$ cat src/exsv_defines.vh
// Purpose: constants for the exception syndrome and vector block
// Assumes: bit 0 is the most significant bit of a 32-bit register
// Notes:   verilog index = 31 - documented bit number
`ifndef EXSV_DEFINES_VH
`define EXSV_DEFINES_VH

// ----------------------------------------
// Register numbers (10-bit special register space)
// ----------------------------------------
`define EXSV_SPR_PREFIX       10'h03f
`define EXSV_SPR_SYNDROME     10'h03e
`define EXSV_SPR_OFFSET_BASE  10'h190
`define EXSV_SPR_OFFSET_PAGE  6'h19
`define EXSV_SPR_MC_RADDR     10'h23a
`define EXSV_SPR_MC_STATE     10'h23b
`define EXSV_SPR_MC_STATUS    10'h23c

// ----------------------------------------
// Syndrome fields (verilog bit positions)
// ----------------------------------------
`define EXSV_SYN_LOCK_HI      21
`define EXSV_SYN_LOCK_LO      20
`define EXSV_SYN_AUX          19
`define EXSV_SYN_UNIMPL       18
`define EXSV_SYN_BYTE_ORDER   17
`define EXSV_SYN_IMPRECISE    16
`define EXSV_SYN_COND_UPDATE  4
`define EXSV_SYN_COMPARE      3
`define EXSV_SYN_CFIELD_HI    2
`define EXSV_SYN_CFIELD_LO    0
`define EXSV_LOCK_NONE        2'h0
`define EXSV_LOCK_FLUSH       2'h1
`define EXSV_LOCK_INVAL       2'h2

// ----------------------------------------
// Machine-check status fields
// ----------------------------------------
`define EXSV_MCS_SUMMARY      31
`define EXSV_MCS_TYPE_HI      30
`define EXSV_MCS_TYPE_LO      24
`define EXSV_MCS_MASKED       23
`define EXSV_MCS_WMASK        32'hff800000

// ----------------------------------------
// Vector fields and machine state
// ----------------------------------------
`define EXSV_PREFIX_MASK      32'hffff0000
`define EXSV_OFFSET_MASK      32'h0000fff0
`define EXSV_RADDR_MASK       32'hfffffffc
`define EXSV_MSR_CHECK_EN     12
`define EXSV_VEC_MCHECK       4'h1
`define EXSV_RESET_ZERO       32'h00000000

`endif

$ cat src/exsv_core.v
// Purpose: exception syndrome, vector offsets/prefix, machine-check status
// Assumes: register port is a single-cycle special register access port
// Notes:   bit numbering in comments is verilog order (31 = msb)
`timescale 1ns/1ps
`default_nettype none
`include "exsv_defines.vh"
module exsv_core (
    input  wire        mclk,
    input  wire        srst,
    // Special register access port
    input  wire        spr_wr,
    input  wire [9:0]  spr_addr,
    input  wire [31:0] spr_wdata,
    output reg  [31:0] spr_rdata,
    // Syndrome capture from pipeline
    input  wire        syn_load,
    input  wire [1:0]  lock_cause,
    input  wire        aux_unit_flag,
    input  wire        unimpl_op_flag,
    input  wire        byte_order_fault,
    input  wire        fp_enabled_exc,
    input  wire        fp_late_enable,
    input  wire        fp_cond_update_flag,
    input  wire        fp_compare_flag,
    input  wire [2:0]  cond_field_index,
    // Interrupt vectoring
    input  wire [3:0]  vec_sel,
    output reg  [31:0] vec_addr,
    // Machine check sources, one-cycle pulses
    input  wire [6:0]  mc_event,
    input  wire [31:0] machine_state,
    input  wire [31:0] return_pc,
    output wire        mc_take
);
    // ----------------------------------------
    // Storage
    // ----------------------------------------
    reg  [31:0] syndrome_r;
    reg  [31:0] prefix_r;
    reg  [31:0] mc_raddr_r;
    reg  [31:0] mc_state_r;
    reg  [31:0] offset_mem [0:15];
    reg         mc_taken_r;
    wire [6:0]  type_q;
    wire        summary_q;
    wire        masked_q;
    wire [31:0] mc_status;
    reg  [31:0] syndrome_nxt;
    reg  [6:0]  type_set;
    integer     i;
    integer     j;

    wire check_en = machine_state[`EXSV_MSR_CHECK_EN];
    wire wr_status = spr_wr && (spr_addr == `EXSV_SPR_MC_STATUS);
    wire [31:0] clr_bits = wr_status ? (spr_wdata & `EXSV_MCS_WMASK) : 32'h00000000;

    // ----------------------------------------
    // Machine-check event priority
    // ----------------------------------------
    // One type bit per check even if sources coincide; lowest bit wins
    always @* begin
        type_set = 7'h00;
        for (i = 6; i >= 0; i = i - 1) begin
            if (mc_event[i]) begin
                type_set = 7'h00;
                type_set[i] = 1'b1;
            end
        end
    end
    wire any_check = |mc_event;

    // Status bits: 6:0 -> doc bits 7..1 reversed into place
    genvar g;
    generate
        for (g = 0; g < 7; g = g + 1) begin : g_type
            exsv_sticky u_type (
                .mclk (mclk),
                .srst (srst),
                .set  (type_set[g]),
                .clr  (clr_bits[`EXSV_MCS_TYPE_HI - g]),
                .q_r  (type_q[g])
            );
        end
    endgenerate

    // Summary set together with the type bit
    exsv_sticky u_summary (
        .mclk (mclk),
        .srst (srst),
        .set  (any_check),
        .clr  (clr_bits[`EXSV_MCS_SUMMARY]),
        .q_r  (summary_q)
    );

    // Masked flag: check arrives while enable is off
    exsv_sticky u_masked (
        .mclk (mclk),
        .srst (srst),
        .set  (any_check && !check_en),
        .clr  (clr_bits[`EXSV_MCS_MASKED]),
        .q_r  (masked_q)
    );

    assign mc_status = {summary_q, type_q[0], type_q[1], type_q[2], type_q[3],
                        type_q[4], type_q[5], type_q[6], masked_q, 23'h000000};

    // Level request; pipeline takes it once, then we save state
    assign mc_take = summary_q && check_en;

    // ----------------------------------------
    // Syndrome formation
    // ----------------------------------------
    // Undefined fp detail bits are forced to zero, simplest safe choice
    always @* begin
        syndrome_nxt = `EXSV_RESET_ZERO;
        syndrome_nxt[`EXSV_SYN_LOCK_HI:`EXSV_SYN_LOCK_LO] =
            (lock_cause == 2'h3) ? `EXSV_LOCK_NONE : lock_cause;
        syndrome_nxt[`EXSV_SYN_AUX] = aux_unit_flag;
        syndrome_nxt[`EXSV_SYN_UNIMPL] = unimpl_op_flag;
        syndrome_nxt[`EXSV_SYN_BYTE_ORDER] = byte_order_fault;
        syndrome_nxt[`EXSV_SYN_IMPRECISE] = fp_enabled_exc && fp_late_enable;
        if (fp_enabled_exc && !fp_late_enable) begin
            syndrome_nxt[`EXSV_SYN_COND_UPDATE] = fp_cond_update_flag;
            syndrome_nxt[`EXSV_SYN_COMPARE] = fp_compare_flag;
            if (fp_cond_update_flag) begin
                syndrome_nxt[`EXSV_SYN_CFIELD_HI:`EXSV_SYN_CFIELD_LO] = cond_field_index;
            end
        end
    end

    // Capture wins over a software write in the same cycle
    always @(posedge mclk) begin
        if (srst) begin
            syndrome_r <= `EXSV_RESET_ZERO;
        end else if (syn_load) begin
            syndrome_r <= syndrome_nxt;
        end else if (spr_wr && spr_addr == `EXSV_SPR_SYNDROME) begin
            syndrome_r <= spr_wdata;
        end
    end

    // ----------------------------------------
    // Prefix, offsets, machine-check save registers
    // ----------------------------------------
    always @(posedge mclk) begin
        if (srst) begin
            prefix_r   <= `EXSV_RESET_ZERO;
            mc_raddr_r <= `EXSV_RESET_ZERO;
            mc_state_r <= `EXSV_RESET_ZERO;
            mc_taken_r <= 1'b0;
            // Own loop index, the priority loop owns i
            for (j = 0; j < 16; j = j + 1) begin
                offset_mem[j] <= `EXSV_RESET_ZERO;
            end
        end else begin
            mc_taken_r <= mc_take;
            if (spr_wr && spr_addr == `EXSV_SPR_PREFIX) begin
                prefix_r <= spr_wdata & `EXSV_PREFIX_MASK;
            end
            if (spr_wr && spr_addr[9:4] == `EXSV_SPR_OFFSET_PAGE) begin
                offset_mem[spr_addr[3:0]] <= spr_wdata & `EXSV_OFFSET_MASK;
            end
            // Save on the rising edge of the take request only
            if (mc_take && !mc_taken_r) begin
                mc_raddr_r <= return_pc & `EXSV_RADDR_MASK;
                mc_state_r <= machine_state;
            end else begin
                if (spr_wr && spr_addr == `EXSV_SPR_MC_RADDR) begin
                    mc_raddr_r <= spr_wdata & `EXSV_RADDR_MASK;
                end
                if (spr_wr && spr_addr == `EXSV_SPR_MC_STATE) begin
                    mc_state_r <= spr_wdata;
                end
            end
        end
    end

    // ----------------------------------------
    // Vector address
    // ----------------------------------------
    always @(posedge mclk) begin
        if (srst) begin
            vec_addr <= `EXSV_RESET_ZERO;
        end else begin
            // Index equals interrupt number in the fixed order
            vec_addr <= (prefix_r & `EXSV_PREFIX_MASK) |
                        (offset_mem[vec_sel] & `EXSV_OFFSET_MASK);
        end
    end

    // ----------------------------------------
    // Read data, registered, unmapped reads zero
    // ----------------------------------------
    always @(posedge mclk) begin
        if (srst) begin
            spr_rdata <= `EXSV_RESET_ZERO;
        end else if (spr_addr[9:4] == `EXSV_SPR_OFFSET_PAGE) begin
            spr_rdata <= offset_mem[spr_addr[3:0]];
        end else begin
            case (spr_addr)
                `EXSV_SPR_PREFIX:    spr_rdata <= prefix_r;
                `EXSV_SPR_SYNDROME:  spr_rdata <= syndrome_r;
                `EXSV_SPR_MC_RADDR:  spr_rdata <= mc_raddr_r;
                `EXSV_SPR_MC_STATE:  spr_rdata <= mc_state_r;
                `EXSV_SPR_MC_STATUS: spr_rdata <= mc_status;
                default:             spr_rdata <= `EXSV_RESET_ZERO;
            endcase
        end
    end
endmodule
`default_nettype wire

$ cat src/exsv_sticky.v
// Purpose: one sticky status bit, set wins over clear
// Assumes: synchronous active-high reset
// Notes:   used for each machine-check status bit
`timescale 1ns/1ps
`default_nettype none
module exsv_sticky (
    input  wire mclk,
    input  wire srst,
    input  wire set,
    input  wire clr,
    output reg  q_r
);
    // ----------------------------------------
    // Sticky bit
    // ----------------------------------------
    // Set beats clear so an event in the clearing cycle is kept
    always @(posedge mclk) begin
        if (srst) begin
            q_r <= 1'b0;
        end else if (set) begin
            q_r <= 1'b1;
        end else if (clr) begin
            q_r <= 1'b0;
        end
    end
endmodule
`default_nettype wire

$ cat config.mk
export PLATFORM = sky130hd
export DESIGN_NAME = exsv_core
export DESIGN_NICKNAME = d
export VERILOG_FILES = /design/src/exsv_core.v /design/src/exsv_sticky.v
export VERILOG_INCLUDE_DIRS = /design/src /design/src/src
export SDC_FILE = /design/constraint.sdc
export NUM_CORES = 1
export LEC_CHECK = 0
export ABC_AREA = 0
export BUFFER_PORTS_ARGS = -buffer_cell sky130_fd_sc_hd__buf_2
export CORE_MARGIN = 2
export CORE_UTILIZATION = 35
export CTS_CLUSTER_DIAMETER = 200
export CTS_CLUSTER_SIZE = 16
export DETAILED_ROUTE_END_ITERATION = 8
export PLACE_DENSITY = 0.52
export SYNTH_ARGS = -nofsm -noshare
export SYNTH_HDL_FRONTEND = slang
export SYNTH_SLANG_ARGS = --single-unit
export TNS_END_PERCENT = 1
$ cat constraint.sdc
create_clock -name mclk -period 3.3 [get_ports mclk]
set_clock_uncertainty 0.1 [all_clocks]
set_input_delay 0.165 -clock mclk [delete_from_list [all_inputs] [get_ports mclk]]
set_output_delay 0.165 -clock mclk [all_outputs]
set_load 0.005 [all_outputs]
==> results of run 1 <==
==> worst reg2reg max path: cells and delay by family (launching register included) <==
kind                   cells  cell delay [ps]
and+or+nand+nor            1              520
DFF                        1              380
buffers and inverters      2              980
muxes                      1              220
AOI/OAI and AO/OA          1              250
==> cell families (layout without fill, tap and decap cells) <==
logic type	Yosys count	after routing	synth area share (%)
AND/OR/NAND/NOR	466	466	14.4
flip-flops	372	372	51.1
other	1	7	0.0205
multiplexers	183	183	16.9
AO/OA/AOI/OAI	364	364	12.9
buffers and inverters	184	483	4.59
==> cell usage in the layout (no fill, tap or decap), types with 14 or more instances in the layout <==
cell           instances
edfxtp_1             192
buf_2                188
and2_1               184
dfxtp_1              180
dlygate4sd3_1        159
o21ai_0               96
mux4_2                82
nand3_1               80
buf_4                 80
mux2i_1               75
a211oi_1              71
a21oi_1               65
nor2_1                55
nand2_1               44
a311oi_1              43
clkbuf_16             27
nor2b_1               22
a22oi_1               20
nor3_1                18
nand3b_1              17
clkbuf_1              16
mux4_1                14
==> flip-flops by register name (all words and copies together) (netlist names) <==
name               flops
offset_mem           192
mc_state_r            32
spr_rdata             32
syndrome_r            32
mc_raddr_r            30
vec_addr              28
prefix_r              16
g_type.u_type.q_r      7
mc_taken_r             1
u_masked.q_r           1
u_summary.q_r          1
==> power by group <==
part / switching, mW / internal (mW)
Sequential: 0.105 / 5.05
Clock: 1.72 / 1.54
Combinational: 0.658 / 0.578
==> timing repair <==
action,in CTS,in global routing
hold endpoints to repair,120,0
setup endpoints to repair,0,0
hold buffers,159,0
==> layer usage <==
metal | share of wire [%] | track usage (%) | wire (µm)
met1 | 42 | 31.3 | 27000
met2 | 49 | 38.6 | 31200
met3 | 5.6 | 2.38 | 3570
met4 | 3.1 | 7.11 | 1960
met5 | 0.020 | 0 | 13
==> final timing paths <==
| path | to | slack (ps) | cells after the start | startpoint |
|---|---|---|---|---|
| max | g_type[4].u_type.q_r$_SDFFE_PP0P_ | 590 | 7 | spr_wr |
| max reg2reg | mc_state_r[1]$_SDFFE_PP0P_ | 770 | 5 | u_summary.q_r$_SDFFE_PP0P_ |
| min | offset_mem[11][0]$_SDFFCE_PN0P_ | 40 | 4 | srst |
| min reg2reg | spr_rdata[17]$_SDFF_PP0_ | 360 | 2 | mc_raddr_r[17]$_SDFFE_PP0P_ |
==> final cells by class <==
type | instances | area share [%]
Clock inverter | 2 | 0.162
Timing Repair Buffer | 429 | 14.2
Antenna cell | 3 | 0.0336
Inverter | 9 | 0.151
Sequential cell | 372 | 41.9
Multi-Input combinational cell | 1017 | 36.4
Clock buffer | 43 | 3.29
Tap cell | 680 | 3.81
==> through the flow <==
stage / power [mW] / area (µm²) / setup WS, ps / instances
finish: 9.66 / 22300 / 588 / 2555
global route: 9.97 / 22300 / 465 / 2554
CTS: 9.70 / 22300 / 704 / 2552
detailed placement: 6.33 / 20000 / 522 / 2348
global placement: 6.32 / 20000 / 609 / 2348
floorplan: 5.89 / 18300 / 833 / 1573
==> synth_stat cells (4+ instances only) <==
| master | count |
|---|---|
| a211oi_1 | 71 |
| a21oi_1 | 65 |
| a22oi_1 | 20 |
| a2bb2oi_1 | 7 |
| a311oi_1 | 43 |
| a31oi_1 | 9 |
| and2_1 | 184 |
| and4_1 | 4 |
| and4bb_2 | 4 |
| buf_2 | 42 |
| buf_4 | 11 |
| clkbuf_1 | 109 |
| clkbuf_2 | 5 |
| dfxtp_1 | 180 |
| edfxtp_1 | 192 |
| inv_1 | 6 |
| mux2_2 | 12 |
| mux2i_1 | 75 |
| mux4_1 | 14 |
| mux4_2 | 82 |
| nand2_1 | 44 |
| nand2b_1 | 5 |
| nand3_1 | 80 |
| nand3b_1 | 17 |
| nor2_1 | 57 |
| nor2b_1 | 22 |
| nor3_1 | 18 |
| nor4_1 | 7 |
| o21ai_0 | 108 |
| o22ai_1 | 12 |
| o2bb2ai_1 | 9 |
| or2_2 | 5 |
==> results.yml, run 1 <==
sta:
  fmax_mhz: 369
  rsz0062_at_grt: "no"
  drv_slew: 0
  whs_ps: 35.7
  setup_viol_count_final: 0
  slew_headroom_pct: 38.3
  finalSetupTns_ps: 0
  hold_viol_final: 0
  worst_pin_slew_ps: 922
  min_period_ps: 2710
  final.period_utilization_pct: 82.2
setup_path:
  cp.required_ps: 3670
  cp_data_arrival_time_ps: 3080
  start_kind: "input pin"
  path_cells: "buf_2, buf_4, clkinv_1, nor3_4, and2_0, a311oi_1, dlygate4sd3_1"
  end_kind: "flip-flop"
  crit_slowest_cell: "buf_4"
  path_buf_inv: 4
  crit_type: "in -> reg"
  slowest_delay_ps: 650
  path_delay_family: "buffers and inverters"
  worst-path-max-fanout: 64
drt:
  wire_per_inst_um: 24.9
  drt_pass1_iterations: 5
  drt_iter0_markers: 1373
  drc: 0
  postRouteAntennaNets: 0
  viasPerCell: 5.69
  drt-total-wl_um: 63700
  num_vias: 14537
cts:
  cts-htree-levels: 1
  cts_root_buf: "clkbuf_16"
  cts_buffer_depth: 3
  clk_pin_slew_ps: 90
  cts.sinks: 372
  cts_setup_buffers: 0
  post_cts_resized: 0
  cts-buffers-inserted: 27
  cts_tree: "done"
  clock_latency_ps: 600
global_routing:
  grt_use_total_pct: 23.0
  grt.overflow.total: 0
  grt_max_degree: 65
  antenna_found_initial: 3
  grt_pass1_wl_um: 93700
  grt_pass1_vias: 14473
power_and_ir_drop:
  power.density_nw_per_um2: 432
  ir_worst_vdd_mv: 0.359
  p_leak_nw: 8.15
synth:
  synth.top_cell.area_share_pct: 31.5
  yosysWarnings: 0
  synth_top_area_cell: "edfxtp_1"
  postSynthAreaPerCell_um2: 11.7
  netlist_area_um2: 18300
  netlist_top_cells_area: "edfxtp_1, dfxtp_1, mux4_2"
  ys.flop_type: "edfxtp_1"
  synth-edff-count: 192
  synth_seq_cells: 372
  synth-seq-area-share_pct: 51.1
  syn_inst: 1570
  synthDistinctLibCells: 60
  synth_async_sr_flop_share_pct: 0
flow_run:
  max-cap-violations: 0
cells_and_area:
  layout.nets: 1989
  nFillCells: 4898
  drive_gt1_share_pct: 21.8
  syn_to_final_growth_pct: 21.9
  multi_input_area_um2: 8140
  seq_area_um2: 9370
  utilization_pct: 43.4
status:
  status: "complete, no violations"
placement:
  io_buffers: 191
  routabilityCongestion: 0.835
  hpwl_um: 41500
die:
  ios: 198
  coreArea_um2: 51500
  initial_utilization_pct: 35.6
  die_h_um: 233
  die_w_um: 233
  row_count: 83
  die_area_um2: 54200
min_path:
  hold_class: "in -> reg"
Note: power is estimated with default switching activity, not from simulation.
==> run 2: changes to the inputs <==
--- a/config.mk
+++ b/config.mk
@@ -13,7 +13,7 @@
 export CTS_CLUSTER_DIAMETER = 200
 export CTS_CLUSTER_SIZE = 16
 export DETAILED_ROUTE_END_ITERATION = 8
-export PLACE_DENSITY = 0.52
+export PLACE_DENSITY = 0.54
 export SYNTH_ARGS = -nofsm -noshare
 export SYNTH_HDL_FRONTEND = slang
 export SYNTH_SLANG_ARGS = --single-unit
==> constraint.sdc (replaced) <==
create_clock -name mclk -period 2.3 [get_ports mclk]
set_clock_uncertainty 0.1 [all_clocks]
set_input_delay 0.115 -clock mclk [delete_from_list [all_inputs] [get_ports mclk]]
set_output_delay 0.115 -clock mclk [all_outputs]
set_load 0.005 [all_outputs]
==> results.yml, run 2 (synthesis results as in run 1) <==
die:
  initial_utilization_pct: 35.6
  die_h_um: 233
  row_count: 83
  die_w_um: 233
  die_area_um2: 54200
  coreArea_um2: 51500
  ios: 198
drt:
  drt_pass1_iterations: 6
  wire_per_inst_um: 24.4
  postRouteAntennaNets: 0
  drt_iter0_markers: 1268
  viasPerCell: 5.74
  drc: 0
  num_vias: 14808
  drt-total-wl_um: 63000
setup_path:
  path_buf_inv: 4
  path_cells: "dlygate4sd3_1, buf_2, nor2b_1, and3_2, nand2_1, dlygate4sd3_1, a211oi_1, dlygate4sd3_1"
  cpMostUsedCell: "dlygate4sd3_1"
  crit_type: "in -> reg"
  rrSetupSlack_ps: 170
  crit_slowest_cell: "dlygate4sd3_1"
  end_kind: "flip-flop"
  slowest_delay_ps: 580
  worst-path-max-fanout: 4
  cp_data_arrival_time_ps: 2640
  start_kind: "input pin"
  cp.required_ps: 2710
  path_delay_family: "buffers and inverters"
global_routing:
  grt_pass1_wl_um: 93400
  grt_pass1_vias: 14867
  grt_max_degree: 79
  antenna_found_initial: 1
  grt_use_total_pct: 22.8
  grt.overflow.total: 0
sta:
  drv_slew: 0
  min_period_ps: 2230
  fmax_mhz: 448
  hold_viol_final: 0
  worst_pin_slew_ps: 1090
  slew_headroom_pct: 27.3
  rsz0062_at_grt: "yes"
  layout_setup_ws_ps: 68.7
  setup_viol_count_final: 0
  finalSetupTns_ps: 0
  final.period_utilization_pct: 97.0
cts:
  cts-buffers-inserted: 27
  cts_root_buf: "clkbuf_16"
  clk_pin_slew_ps: 80
  cts.sinks: 372
  clock_latency_ps: 570
  cts_tree: "done"
  cts-htree-levels: 1
  cts_setup_buffers: 0
  cts_buffer_depth: 3
cells_and_area:
  syn_to_final_growth_pct: 23.6
  layout.nets: 2021
  nFillCells: 4905
  largest_reg_flops: 192
  regMostFlops: "offset_mem"
  final_cell_mix: "edfxtp_1, buf_2, and2_1"
  layout_commonest_cell: "edfxtp_1"
  final_area_um2: 22600
  drive_gt1_share_pct: 23.2
  final_cells: 2581
placement:
  dpl_cell_area_um2: 20300
  routabilityCongestion: 0.845
  pre_cts_slack_ps: -146
  dp_cells: 2378
  io_buffers: 191
  hpwl_um: 42400
status:
  status: "complete, no violations"
power_and_ir_drop:
  power.density_nw_per_um2: 609
  finalPower_mw: 13.8
  ir_worst_vdd_mv: 0.527
  p_leak_nw: 8.32
min_path:
  hold_class: "in -> reg"
flow_run:
  max-cap-violations: 0
run 2: cell types whose count changed in the layout (fill, tap and decap cells not counted), moves of 2 or more:
cell / change
diode_2: -2
clkbuf_1: -3
dlygate4sd3_1: +2
nor4_2: +2
nor4_1: -2
buf_12: +6
buf_4: +24
run 2: what timing repair did:
item                                   CTS  global route
hold buffers                           161             0
resized for setup                        0             3
endpoints found under the hold margin  120             0
setup endpoints to repair                0             5
run 2: stage by stage:
step	hold WS, ps	util, %
finish	53.5	44.0
global route	60.9	44.0
CTS	28.2	43.9
detailed placement	287	39.4
global placement	281	39.4
floorplan	124	-
run 2: final timing paths:
| check | startpoint | depth (start not counted) | end |
|---|---|---|---|
| setup / recovery | fp_late_enable | 8 | syndrome_r[1]$_SDFFE_PP0P_ |
| hold / removal | mc_event[2] | 5 | u_masked.q_r$_SDFFE_PP0P_ |
| setup reg to reg | mc_taken_r$_SDFF_PP0_ | 5 | mc_raddr_r[11]$_SDFFE_PP0P_ |
| hold reg to reg | mc_raddr_r[18]$_SDFFE_PP0P_ | 2 | spr_rdata[18]$_SDFF_PP0_ |
run 2: cell type report:
cell class              count  area, µm²  share of cell area (%)
inverters                   9       33.8                   0.149
well taps                 680        851                    3.76
diodes                      1       2.50                  0.0111
multi-input cells        1017       8150                    36.0
clock inverters             1       16.3                  0.0718
repair buffers            461       3490                    15.4
flip-flops and latches    372       9370                    41.4
clock buffers              40        724                    3.20
run 2: worst min-delay path, stage by stage:
cell and delay [ps]:
buf_2 130, or4_1 160, nor4_2 70, nor2_1 90, o21a_1 120
run 2: metal layers:
layer / global-route usage [%] / vias to the layer above / routed length, µm
met2: 37.9 / 641 / 30200
met4: 8.08 / 0 / 2220
met3: 2.62 / 125 / 3720
li1: - / 6571 / -
met1: 30.8 / 7471 / 26900
met5: 0 / - / 0
run 2: where the power goes:
group / internal (mW) / switching (mW) / leakage [nW]
sequential: 7.25 / 0.159 / 3.29
combinational: 0.874 / 0.942 / 4.67
clock: 2.17 / 2.39 / 0.355
total: 10.3 / 3.49 / 8.32
==> run 3: changes to the inputs <==
--- a/config.mk
+++ b/config.mk
@@ -6,7 +6,7 @@
 export SDC_FILE = /design/constraint.sdc
 export NUM_CORES = 1
 export LEC_CHECK = 0
-export ABC_AREA = 0
+export ABC_AREA = 1
 export BUFFER_PORTS_ARGS = -buffer_cell sky130_fd_sc_hd__buf_2
 export CORE_MARGIN = 2
 export CORE_UTILIZATION = 35
@@ -14,6 +14,7 @@
 export CTS_CLUSTER_SIZE = 16
 export DETAILED_ROUTE_END_ITERATION = 8
 export PLACE_DENSITY = 0.54
+export SKIP_LAST_GASP = 1
 export SYNTH_ARGS = -nofsm -noshare
 export SYNTH_HDL_FRONTEND = slang
 export SYNTH_SLANG_ARGS = --single-unit
==> results.yml, run 3 <==
synth:
  postSynthAreaPerCell_um2: 7.51
  synth_top_area_cell: "edfxtp_1"
  synth_common_cells: "nand2_1, o21ai_0, nor2_1, edfxtp_1, dfxtp_1"
  ys.flop_type: "edfxtp_1"
  synth-seq-area-share_pct: 50.9
  synth_seq_cells: 372
  synth.top_cell.area_share_pct: 31.3
  synthDistinctLibCells: 35
  netlist_area_um2: 18400
  netlist_top_cells_area: "edfxtp_1, dfxtp_1, nand2_1"
  yosysWarnings: 0
  syn_inst: 2454
  yosysMostFrequentCell: "nand2_1"
  synth-edff-count: 192
  synth_async_sr_flop_share_pct: 0
die:
  initial_utilization_pct: 35.2
  die_area_um2: 54500
  ios: 198
  die_h_um: 233
  row_count: 84
  coreArea_um2: 52300
  die_w_um: 233
cts:
  cts-buffers-inserted: 27
  cts_setup_buffers: 0
  cts_tree: "done"
  cts_root_buf: "clkbuf_16"
  cts.sinks: 372
  cts-htree-levels: 1
  clock_latency_ps: 590
  cts_buffer_depth: 3
  clk_pin_slew_ps: 80
placement:
  pre_cts_slack_ps: 3.30
  hpwl_um: 45400
  io_buffers: 191
  dp_cells: 3256
  routabilityCongestion: 0.878
power_and_ir_drop:
  power.density_nw_per_um2: 615
  p_leak_nw: 9.30
  ir_worst_vdd_mv: 0.633
  finalPower_mw: 13.9
setup_path:
  cpMostUsedCell: "nand2_1"
  end_kind: "flip-flop"
  cp.required_ps: 2730
  path_delay_family: "buffers and inverters"
  crit_type: "reg -> reg"
  start_kind: "flip-flop"
  worst-path-max-fanout: 19
  slowest_delay_ps: 550
  path_buf_inv: 4
  path_cells: "nand2_1, nor2_4, inv_2, buf_4, nand2_4, buf_12, nand2_1, a21oi_1, dlygate4sd3_1"
  cp_data_arrival_time_ps: 2670
  crit_slowest_cell: "dlygate4sd3_1"
sta:
  finalSetupTns_ps: 0
  fmax_mhz: 446
  min_period_ps: 2240
  layout_setup_ws_ps: 58.3
  worst_pin_slew_ps: 1020
  setup_viol_count_final: 0
  drv_slew: 0
  rsz0062_at_grt: "yes"
  whs_ps: -0.603
  slew_headroom_pct: 31.7
  final.period_utilization_pct: 97.5
  hold_viol_final: 1
status:
  status: "complete, but fails checks"
  violations: "hold timing"
drt:
  postRouteAntennaNets: 0
  drt-total-wl_um: 68900
  viasPerCell: 5.32
  num_vias: 18303
  drt_pass1_iterations: 6
  wire_per_inst_um: 20.1
  drt_iter0_markers: 1831
  drc: 0
global_routing:
  grt_use_total_pct: 24.9
  grt_pass1_wl_um: 104000
  grt.overflow.total: 0
  grt_pass1_vias: 17300
  antenna_found_initial: 5
  grt_max_degree: 99
cells_and_area:
  nFillCells: 5274
  regMostFlops: "offset_mem"
  final_cells: 3438
  seq_area_um2: 9370
  layout_commonest_cell: "nand2_1"
  drive_gt1_share_pct: 13.1
  syn_to_final_growth_pct: 22.6
  largest_reg_flops: 192
  layout.nets: 2865
  multi_input_area_um2: 7780
  final_cell_mix: "nand2_1, nor2_1, o21ai_0"
flow_run:
  max-cap-violations: 0
min_path:
  hold_class: "in -> reg"
## run 3: cell count changes in the layout (fill, tap and decap cells not counted), moves of 82 or more
cell / delta
nand2_1: +635
nor2_1: +235
o21ai_0: +192
and2_1: -184
nor3_1: +151
inv_1: +106
mux4_2: -82
## run 3: stage by stage
stage	util [%]	cell area, µm²	hold WS, ps
floorplan	-	18400	162
global placement	39.1	20500	287
detailed placement	39.1	20500	292
CTS	43.1	22600	4.87
global route	43.1	22600	9.79
finish	43.1	22600	-0.603
## run 3: final cells by class
| type | count | area share, % |
|---|---|---|
| inverter | 137 | 2.28 |
| multi-input combinational | 1758 | 34.5 |
| antenna | 2 | 0.0222 |
| timing repair buffer | 436 | 14.6 |
| clock inverter | 2 | 0.111 |
| tap | 688 | 3.81 |
| sequential | 372 | 41.5 |
| clock buffer | 43 | 3.26 |
## run 3: cells by family after synthesis
family,after synthesis,synth area share (%)
DFF,372,50.9
and+or+nand+nor,1262,28.1
other,1,0.0204
buffers and inverters,327,7.09
AOI/OAI and AO/OA,492,13.9
## run 3: per-layer routing
layer | up-vias | GRT usage, % | wire [µm]
met1 | 8700 | 33.8 | 29400
met3 | 131 | 3.04 | 4940
met5 | - | 0 | 26
li1 | 8670 | - | -
met4 | 4 | 7.69 | 2110
met2 | 798 | 41.4 | 32500
## run 3: timing repair
item                                    4_1_cts  5_1_grt
resized for setup                             0        3
endpoints found under the hold margin       136        0
hold buffers                                135        0
endpoints found under the setup margin        0        2
## run 3: final timing paths
kind | start | end | slack (ps) | cells after the start
setup / recovery | u_summary.q_r$_SDFFE_PP0P_ | mc_raddr_r[16]$_SDFFE_PP0P_ | 60 | 9
hold / removal | spr_wr | mc_raddr_r[24]$_SDFFE_PP0P_ | -0.6 | 5
setup reg to reg | u_summary.q_r$_SDFFE_PP0P_ | mc_raddr_r[16]$_SDFFE_PP0P_ | 60 | 9
hold reg to reg | syndrome_r[31]$_SDFFE_PP0P_ | syndrome_r[31]$_SDFFE_PP0P_ | 350 | 2
## run 3: where the power goes
part	switching (mW)	internal [mW]
Clock	2.42	2.20
Combinational	1.24	0.667
Sequential	0.132	7.23
Total	3.80	10.1
## run 3: worst min-delay path: stages
cell and delay, ps:
buf_2 170, nand2_4 100, nand2_4 100, nand2_1 80, a21oi_1 50
